===== config.mk =====
export PLATFORM = sky130hd
export DESIGN_NAME = mcc_top
export DESIGN_NICKNAME = d
export VERILOG_FILES = /design/src/hdl/mcc_pkg.sv /design/src/hdl/mcc_top.sv /design/src/hdl/mcc_divider.sv
export SDC_FILE = /design/constraint.sdc
export NUM_CORES = 1
export LEC_CHECK = 0
export BUFFER_PORTS_ARGS = -buffer_cell sky130_fd_sc_hd__buf_2
export CORE_AREA = 8 8 93 128
export CTS_BUF_LIST = sky130_fd_sc_hd__clkbuf_8
export CTS_CLUSTER_DIAMETER = 150
export DETAILED_ROUTE_END_ITERATION = 12
export DIE_AREA = 0 0 101 136
export MAX_ROUTING_LAYER = met4
export PLACE_DENSITY = 0.72
export SETUP_SLACK_MARGIN = 0.05
export SLEW_MARGIN = 20
export SYNTH_ARGS = -nofsm -noshare
export SYNTH_HDL_FRONTEND = slang
export SYNTH_HIERARCHICAL = 1
export SYNTH_SLANG_ARGS = --single-unit

===== constraint.sdc =====
create_clock -name pclk -period 7.8 [get_ports pclk]
set_input_delay 0.78 -clock pclk [delete_from_list [all_inputs] [get_ports pclk]]
set_output_delay 0.78 -clock pclk [all_outputs]
set_load 0.01 [all_outputs]

===== src/hdl/mcc_pkg.sv =====
// Package with register map, field layout and timing constants of the clock controller.
package mcc_pkg;

   // ----------------------------------------------------------------
   // Register offsets (byte addresses on the APB) and register reset values.
   // ----------------------------------------------------------------
   localparam logic [7:0] MCC_CTRL_STATUS_OFS = 8'h00;
   localparam logic [7:0] MCC_BEEP_CTRL_OFS   = 8'h04;
   localparam logic [7:0] MCC_POWER_CTRL_OFS  = 8'h08;
   localparam logic [7:0] MCC_CTRL_RESET      = 8'h00;
   localparam logic [7:0] MCC_BEEP_RESET      = 8'h00;

   // ----------------------------------------------------------------
   // Field positions.
   // ----------------------------------------------------------------
   localparam int MCC_CLKOUT_BIT = 7;
   localparam int MCC_CP_LSB     = 5;
   localparam int MCC_SMS_BIT    = 4;
   localparam int MCC_TB_LSB     = 2;
   localparam int MCC_OIE_BIT    = 1;
   localparam int MCC_FLAG_BIT   = 0;

   // ----------------------------------------------------------------
   // Timing counts in oscillator cycles, with the oscillator and beep frequencies in Hz.
   // ----------------------------------------------------------------
   localparam logic [17:0] MCC_TB_PERIOD0 = 18'd16000;
   localparam logic [17:0] MCC_TB_PERIOD1 = 18'd32000;
   localparam logic [17:0] MCC_TB_PERIOD2 = 18'd80000;
   localparam logic [17:0] MCC_TB_PERIOD3 = 18'd200000;
   localparam int          MCC_OSC_HZ     = 8000000;
   localparam int          MCC_BEEP_HZ1   = 2000;
   localparam logic [11:0] MCC_BEEP_HALF1 = 12'(MCC_OSC_HZ / (2 * MCC_BEEP_HZ1));

   typedef enum logic [1:0] {
      MCC_RUN,
      MCC_WAIT,
      MCC_ACTIVE_HALT,
      MCC_HALT
   } mcc_power_t;

   typedef struct packed {
      logic       clkout_en;
      logic [1:0] cp;
      logic       slow_mode_select;
      logic [1:0] tb;
      logic       time_base_irq_enable;
      logic       flag;
   } mcc_ctrl_t;

endpackage


===== src/hdl/mcc_top.sv =====
// Main clock controller: CPU prescaler, clock-out, time base and beeper.
//
// The APB interface to the registers and the address map were chosen for this implementation.

// Contract
// - Slow mode divides oscillator by 2, 4, 8 or 16 per prescaler field.
// - Slow select zero gives full-rate CPU clock; prescaler ignored.
// - Bit 7 enables clock-out on its pin; clear leaves pin for GPIO.
// - Clock-out is suspended during active-halt.
// - Time base periods are 16000, 32000, 80000, 200000 oscillator cycles.
// - A new time base takes effect when the running period ends.
// - Flag bit 0 sets each period; any status read clears it.
// - Interrupt requested only if enable set and CPU mask inactive.
// - Halt with interrupt enable set enters active-halt, not halt.
// - In wait the block runs and its interrupt wakes the device; clock-out stops there along with the CPU tick.
// - Active-halt keeps counter running, registers frozen; interrupt wakes.
// - Full halt freezes counter and registers until another wake source.
// - Control/status register resets to all zeros.
// - Beeper drives one of three tones on the beep pin.
// - Beep field: off, about 2 kHz, 1 kHz, 500 Hz at half duty.
module mcc_top
(
   input  wire logic        pclk,
   input  wire logic        presetn,
   input  wire logic        psel,
   input  wire logic        penable,
   input  wire logic        pwrite,
   input  wire logic [7:0]  paddr,
   input  wire logic [31:0] pwdata,
   output logic [31:0]      prdata,
   output logic             pready,
   output logic             pslverr,
   input  wire logic        cpu_irq_mask,
   input  wire logic        halt_request,
   input  wire logic        wait_request,
   input  wire logic        ext_wake,
   output logic             cpu_clock_tick,
   output logic             time_base_irq,
   output logic             wake_up,
   output logic             clock_out_pin,
   output logic             clock_out_oe,
   output logic             beep_pin,
   output logic             beep_oe,
   output logic [1:0]       power_state
);

   // ----------------------------------------------------------------
   // Registers and bus decode.
   // ----------------------------------------------------------------
   mcc_pkg::mcc_ctrl_t  ctrl;
   logic [1:0]          beep_tone_select;
   mcc_pkg::mcc_power_t pstate;
   logic [17:0]         tb_count;
   logic [17:0]         tb_limit;
   logic [17:0]         next_limit;
   logic                tb_event;
   logic                cpu_tick;
   logic                regs_live;
   logic                wr_en;
   logic                rd_en;
   logic                addr_ok;

   assign regs_live = (pstate == mcc_pkg::MCC_RUN) || (pstate == mcc_pkg::MCC_WAIT);
   assign addr_ok   = (paddr == mcc_pkg::MCC_CTRL_STATUS_OFS)
                   || (paddr == mcc_pkg::MCC_BEEP_CTRL_OFS)
                   || (paddr == mcc_pkg::MCC_POWER_CTRL_OFS);
   assign wr_en     = psel && penable && pwrite && addr_ok && regs_live;
   assign rd_en     = psel && penable && !pwrite;

   always_comb
   begin
      case (ctrl.tb)
         2'b00:   next_limit = mcc_pkg::MCC_TB_PERIOD0;
         2'b01:   next_limit = mcc_pkg::MCC_TB_PERIOD1;
         2'b10:   next_limit = mcc_pkg::MCC_TB_PERIOD2;
         default: next_limit = mcc_pkg::MCC_TB_PERIOD3;
      endcase
   end

   // ----------------------------------------------------------------
   // APB answer: zero wait states, error on unmapped address.
   // ----------------------------------------------------------------
   always_ff @(posedge pclk or negedge presetn)
   begin
      if (!presetn)
      begin
         prdata  <= 32'h0000_0000;
         pready  <= 1'b0;
         pslverr <= 1'b0;
      end
      else
      begin
         pready  <= psel && !penable;
         pslverr <= psel && !penable && !addr_ok;
         if (psel && !penable && !pwrite)
         begin
            case (paddr)
               mcc_pkg::MCC_CTRL_STATUS_OFS: prdata <= {24'h000000, ctrl};
               mcc_pkg::MCC_BEEP_CTRL_OFS:   prdata <= {30'h00000000, beep_tone_select};
               mcc_pkg::MCC_POWER_CTRL_OFS:  prdata <= {30'h00000000, pstate};
               default:                      prdata <= 32'h0000_0000;
            endcase
         end
      end
   end

   // ----------------------------------------------------------------
   // Control/status register.
   // ----------------------------------------------------------------
   // The flag is cleared by any read of this register, so a bit-set or bit-clear from software loses it.
   always_ff @(posedge pclk or negedge presetn)
   begin
      if (!presetn)
      begin
         ctrl <= mcc_pkg::MCC_CTRL_RESET;
      end
      else
      begin
         if (wr_en && paddr == mcc_pkg::MCC_CTRL_STATUS_OFS)
         begin
            ctrl.clkout_en <= pwdata[mcc_pkg::MCC_CLKOUT_BIT];
            ctrl.cp        <= pwdata[mcc_pkg::MCC_CP_LSB +: 2];
            ctrl.slow_mode_select       <= pwdata[mcc_pkg::MCC_SMS_BIT];
            ctrl.tb        <= pwdata[mcc_pkg::MCC_TB_LSB +: 2];
            ctrl.time_base_irq_enable       <= pwdata[mcc_pkg::MCC_OIE_BIT];
         end
         // Setting beats a clearing read in the same cycle, so no period is lost.
         if (tb_event)
         begin
            ctrl.flag <= 1'b1;
         end
         else if (rd_en && paddr == mcc_pkg::MCC_CTRL_STATUS_OFS && pready)
         begin
            ctrl.flag <= 1'b0;
         end
      end
   end

   always_ff @(posedge pclk or negedge presetn)
   begin
      if (!presetn)
      begin
         beep_tone_select <= mcc_pkg::MCC_BEEP_RESET[1:0];
      end
      else if (wr_en && paddr == mcc_pkg::MCC_BEEP_CTRL_OFS)
      begin
         beep_tone_select <= pwdata[1:0];
      end
   end

   // ----------------------------------------------------------------
   // Power state sequencing.
   // ----------------------------------------------------------------
   always_ff @(posedge pclk or negedge presetn)
   begin
      if (!presetn)
      begin
         pstate <= mcc_pkg::MCC_RUN;
      end
      else
      begin
         case (pstate)
            mcc_pkg::MCC_RUN:
            begin
               if (halt_request)
               begin
                  pstate <= ctrl.time_base_irq_enable ? mcc_pkg::MCC_ACTIVE_HALT : mcc_pkg::MCC_HALT;
               end
               else if (wait_request)
               begin
                  pstate <= mcc_pkg::MCC_WAIT;
               end
            end
            mcc_pkg::MCC_WAIT:
            begin
               if ((tb_event && ctrl.time_base_irq_enable) || ext_wake)
               begin
                  pstate <= mcc_pkg::MCC_RUN;
               end
            end
            mcc_pkg::MCC_ACTIVE_HALT:
            begin
               if ((tb_event && ctrl.time_base_irq_enable) || ext_wake)
               begin
                  pstate <= mcc_pkg::MCC_RUN;
               end
            end
            mcc_pkg::MCC_HALT:
            begin
               if (ext_wake)
               begin
                  pstate <= mcc_pkg::MCC_RUN;
               end
            end
            default:
            begin
               pstate <= mcc_pkg::MCC_RUN;
            end
         endcase
      end
   end

   // ----------------------------------------------------------------
   // Time base counter.
   // ----------------------------------------------------------------
   // The limit is latched only at period end, so a new setting never shortens a period.
   always_ff @(posedge pclk or negedge presetn)
   begin
      if (!presetn)
      begin
         tb_count <= 18'h00000;
         tb_limit <= mcc_pkg::MCC_TB_PERIOD0;
         tb_event <= 1'b0;
      end
      else if (pstate == mcc_pkg::MCC_HALT)
      begin
         tb_event <= 1'b0;
      end
      else if (tb_count >= tb_limit - 18'h00001)
      begin
         tb_count <= 18'h00000;
         tb_limit <= next_limit;
         tb_event <= 1'b1;
      end
      else
      begin
         tb_count <= tb_count + 18'h00001;
         tb_event <= 1'b0;
      end
   end

   // ----------------------------------------------------------------
   // CPU clock enable, interrupt and clock-out.
   // ----------------------------------------------------------------
   mcc_divider mcc_divider_inst
   (
      .pclk    (pclk),
      .presetn (presetn),
      .run     (pstate == mcc_pkg::MCC_RUN),
      .slow    (ctrl.slow_mode_select),
      .sel     (ctrl.cp),
      .tick    (cpu_tick)
   );

   always_ff @(posedge pclk or negedge presetn)
   begin
      if (!presetn)
      begin
         cpu_clock_tick <= 1'b0;
         time_base_irq  <= 1'b0;
         wake_up        <= 1'b0;
         clock_out_pin  <= 1'b0;
         clock_out_oe   <= 1'b0;
         power_state    <= 2'b00;
      end
      else
      begin
         cpu_clock_tick <= cpu_tick;
         time_base_irq  <= ctrl.flag && ctrl.time_base_irq_enable && !cpu_irq_mask;
         wake_up        <= pstate != mcc_pkg::MCC_RUN && pstate != mcc_pkg::MCC_HALT
                           && tb_event && ctrl.time_base_irq_enable;
         clock_out_oe   <= ctrl.clkout_en;
         clock_out_pin  <= ctrl.clkout_en && cpu_tick
                           && pstate != mcc_pkg::MCC_ACTIVE_HALT;
         power_state    <= pstate;
      end
   end

   // ----------------------------------------------------------------
   // Beeper: square wave from a half-period counter.
   // ----------------------------------------------------------------
   // The tone keeps running in active-halt; software must clear the field to save power.
   logic [13:0] beep_limit;

   always_comb
   begin
      beep_limit = {2'b00, mcc_pkg::MCC_BEEP_HALF1} << (beep_tone_select - 2'b01);
   end

   logic [13:0] beep_cnt;

   always_ff @(posedge pclk or negedge presetn)
   begin
      if (!presetn)
      begin
         beep_cnt <= 14'h0000;
         beep_pin <= 1'b0;
         beep_oe  <= 1'b0;
      end
      else if (beep_tone_select == 2'b00 || pstate == mcc_pkg::MCC_HALT)
      begin
         beep_cnt <= 14'h0000;
         beep_pin <= 1'b0;
         beep_oe  <= beep_tone_select != 2'b00;
      end
      else if (beep_cnt >= beep_limit - 14'h0001)
      begin
         beep_cnt <= 14'h0000;
         beep_pin <= !beep_pin;
         beep_oe  <= 1'b1;
      end
      else
      begin
         beep_cnt <= beep_cnt + 14'h0001;
         beep_oe  <= 1'b1;
      end
   end

endmodule


===== src/hdl/mcc_divider.sv =====
// Programmable power-of-two divider that produces the CPU clock enable.
module mcc_divider
(
   input  wire logic       pclk,
   input  wire logic       presetn,
   input  wire logic       run,
   input  wire logic       slow,
   input  wire logic [1:0] sel,
   output logic            tick
);

   logic [3:0] count;
   logic [3:0] top;

   always_comb
   begin
      top = 4'((5'h02 << sel) - 5'h01);
   end

   always_ff @(posedge pclk or negedge presetn)
   begin
      if (!presetn)
      begin
         count <= 4'h0;
         tick  <= 1'b0;
      end
      else if (!run)
      begin
         tick <= 1'b0;
      end
      else if (!slow)
      begin
         count <= 4'h0;
         tick  <= 1'b1;
      end
      else if (count >= top)
      begin
         count <= 4'h0;
         tick  <= 1'b1;
      end
      else
      begin
         count <= count + 4'h1;
         tick  <= 1'b0;
      end
   end

endmodule


==> metrics.log <==
INFO  metric floorplan.io_pins = 92
INFO  metric syn_to_final_growth = 10.08%
INFO  metric cp_cell_sequence = nor3_1 > nor3b_1 > ha_1 > a21oi_1 > o21ai_0 > a221oi_4 > a21oi_4 > mux2_4
INFO  metric drc = 0
INFO  metric tightest_slew = 0.9606 ns
INFO  metric groute.usage.overall = 0.1406
INFO  metric number_of_h_tree_levels = 3
INFO  metric post-route-min-period = 2.903 ns
INFO  metric crit_slowest_cell = sky130_fd_sc_hd__a221oi_4
INFO  metric synth_area_leaders = sky130_fd_sc_hd__dfrtp_1, sky130_fd_sc_hd__ha_1, sky130_fd_sc_hd__buf_4
INFO  metric cts.path.max_buffers = 2
INFO  metric tritoncts = built
INFO  metric synth.distinct_cells = 61
INFO  metric drv_slew = 0
INFO  metric cts.sink_count = 77
INFO  metric critPathMaxFanout = 18
INFO  metric setup_violations = 0
INFO  metric worst_hold_endpoint = cpu_clock_tick
INFO  metric timing.rr.start = tb_limit[6]
INFO  metric dp_worst_setup_slack = 4.917 ns
INFO  metric type_of_origin_of_the_critical_path = flip-flop
INFO  metric total_of_hold_buffers_inserted_after_clock_tree_synthesis = 0
INFO  metric die_width = 101 microns
INFO  metric max-vdd-ir-drop = 0.0001131 V
INFO  metric grt_start_max_net_pins = 78
INFO  metric rows = 44
INFO  metric drtPass1Iterations = 4
INFO  metric synth_async_sr_flop_share = 1.000
INFO  metric number_of_flops_mapped_to_enable_cells_by_yosys = 0
INFO  metric antenna_found_initial = 0
INFO  metric ys_seq_area_frac = 0.4434
INFO  metric hpwlAfterDp = 6.557 mm
INFO  metric tritoncts.num_buffers = 9
INFO  metric start_util = 0.4301
INFO  metric final.setup.tns = 0 ns
INFO  metric synth_top_area_share = 0.4193
INFO  metric synth.yosys.warnings = 6
INFO  metric detailedRoute.firstIterationViolations = 187
INFO  metric source_to_sink_clock_delay_at_the_later_pin_of_the_worst_skew_pair = 0.36 ns
INFO  metric grt_pass1_wl = 15.03 mm
INFO  metric finalWorstSetupSlack = 4.897 ns
INFO  metric worstPathRequired = 8.04 ns
INFO  metric antenna_cells_inserted = 0
INFO  metric largest_area_contributor_in_the_synthesized_netlist = sky130_fd_sc_hd__dfrtp_1
INFO  metric ys_dominant_reg_cell = sky130_fd_sc_hd__dfrtp_1
INFO  metric final_net_count = 549
INFO  metric detail_route.wirelength = 8.784 mm
INFO  metric synth_cells = 418
INFO  metric static-leakage-power = 2.292 nW
INFO  metric arrival = 3.14 ns
INFO  metric end_kind = flip-flop
INFO  metric regToRegSetupSlack = 4.90 ns
INFO  metric timing.hold.worst_path_depth = 0
INFO  metric final_common_cell = sky130_fd_sc_hd__dfrtp_1
INFO  metric status = finished clean
INFO  metric final_cell_mix = sky130_fd_sc_hd__dfrtp_1, sky130_fd_sc_hd__nor2_1, sky130_fd_sc_hd__buf_2, sky130_fd_sc_hd__ha_1, sky130_fd_sc_hd__nand2_1
INFO  metric reg2reg_to = tb_limit[16]
INFO  metric timing.max_cap.violations = 0
INFO  metric crit_buf_inv = 0
INFO  metric gp_congestion = 0.8259
INFO  metric ant_nets = 0
INFO  metric via_count_of_the_first_global_routing_pass = 3250
INFO  metric highest_clock_rate = 344.5 MHz
INFO  metric avgSynthCellArea = 10.42 sq um
INFO  metric fp.dieH = 136 microns
INFO  metric area_of_the_die = 13740 sq um
INFO  metric dr_total_vias = 3093
INFO  metric postCtsResizedCells = 0
INFO  metric finalPower = 0.9036 mW
INFO  metric wl_per_cell = 14.47 microns
INFO  metric core_area = 10130 sq um
INFO  metric min_period_over_period = 0.3722
INFO  metric yosys_register_bits = 77
INFO  metric clock_skew = 0.009535 ns
INFO  metric place.port_buffers = 43
INFO  metric report.final.hold_viol_count = 0
INFO  metric slew_headroom = 0.3596
INFO  metric post_route_cells_drive_above_1_share = 0.1983
INFO  metric path_class = reg2reg
INFO  metric peak_per_stage_delay_on_the_critical_path = 0.54 ns
INFO  metric syn-cell-area = 4357 sq um
INFO  metric worst_hold_slack = 0.3913 ns
INFO  metric layout.cell_area.non_filler = 4796 sq um
INFO  metric clk_pin_slew_worst_paths = 0.08 ns
INFO  metric worstHoldStart = mcc_divider_inst/tick
INFO  metric cts_post_setup_buffers_inserted = 0
INFO  metric via_per_inst = 5.096
INFO  metric min_path_type = reg2reg
INFO  metric cts_root_buf = sky130_fd_sc_hd__clkbuf_8
INFO  metric rsz0062_at_grt = false
INFO  metric path_delay_family = compound AO/OA/AOI/OAI gates
INFO  metric placed_cell_area = 4621 sq um
INFO  metric reg2reg_depth = 8
INFO  metric power_density = 188.4 nW/um^2
INFO  metric gr-total-overflow = 0
state kept, by name, indices dropped and copies added, names as in the netlist, 2 cells and up:
signal,count
beep_cnt,14
power_state,2
ctrl,8
tb_limit,8
tb_count,18
pstate,2
mcc_divider_inst/count,4
beep_tone_select,2
prdata,8
area by class of cell:
type | count | area, sq um
Clock buffer | 9 | 123.9
Inverter | 24 | 90.09
Multi-Input combinational cell | 308 | 2207
Clock inverter | 7 | 45.04
Sequential cell | 77 | 1932
Tap cell | 138 | 172.7
Timing Repair Buffer | 44 | 225.2
Fill cell | 967 | 5334
kinds of logic (layout without fill, tap and decap cells):
kind of cell,after synthesis,count (layout),synth area share
and+or+nand+nor,145,145,0.1697
DFF,77,77,0.4434
AOI/OAI and AO/OA,57,57,0.1043
buffers and inverters,56,84,0.07122
adders and majority gates,36,36,0.1034
xor gates and xnor gates,25,25,0.05026
muxes,21,21,0.05686
other,1,24,0.0008607
metal layers:
metal | share of wire | up-vias | global-route usage
li1 | - | 1502 | -
met4 | 0.027 | 0 | 0.07066
met2 | 0.52 | 69 | 0.2326
met1 | 0.41 | 1503 | 0.1560
met3 | 0.046 | 19 | 0.03075
met5 | 0 | - | -
per-stage QoR:
step                cells  utilization
finish                607       0.4734
CTS                   607       0.4728
global placement      591       0.4562
global route          607       0.4734
detailed placement    591       0.4562
floorplan             441            -
power by group:
| group | switching [mW] | total (mW) | leakage (nW) | internal [mW] |
|---|---|---|---|---|
| Clock | 0.148 | 0.262 | 0.0878 | 0.113 |
| Sequential | 0.0405 | 0.475 | 1.03 | 0.434 |
| Combinational | 0.101 | 0.167 | 1.17 | 0.0661 |
| Total | 0.290 | 0.904 | 2.29 | 0.614 |
synthesized netlist by cell type (10+ instances only):
cell,instances
sky130_fd_sc_hd__mux2_2,10
sky130_fd_sc_hd__o21ai_0,11
sky130_fd_sc_hd__nor2_1,42
sky130_fd_sc_hd__inv_1,24
sky130_fd_sc_hd__ha_1,36
sky130_fd_sc_hd__nand4_1,11
sky130_fd_sc_hd__xor2_1,14
sky130_fd_sc_hd__dfrtp_1,73
sky130_fd_sc_hd__xnor2_1,11
sky130_fd_sc_hd__nand2_1,34
sky130_fd_sc_hd__nand3_1,15
sky130_fd_sc_hd__buf_4,24
how the worst max path moves through the flow:
| stage | from | endpoint | slack, ns | cells after the start |
|---|---|---|---|---|
| after CTS | tb_limit[6] | tb_limit[16] | 4.88 | 8 |
| after floorplan | tb_limit[7] | tb_limit[16] | 5.33 | 9 |
| after global placement | tb_limit[7] | tb_limit[16] | 5.00 | 9 |
| after global routing | tb_limit[6] | tb_count[2] | 4.70 | 8 |
| after detailed placement | tb_limit[6] | tb_count[2] | 4.92 | 8 |
| final | tb_limit[6] | tb_limit[16] | 4.90 | 8 |
Power figures use the tool's default switching activity.
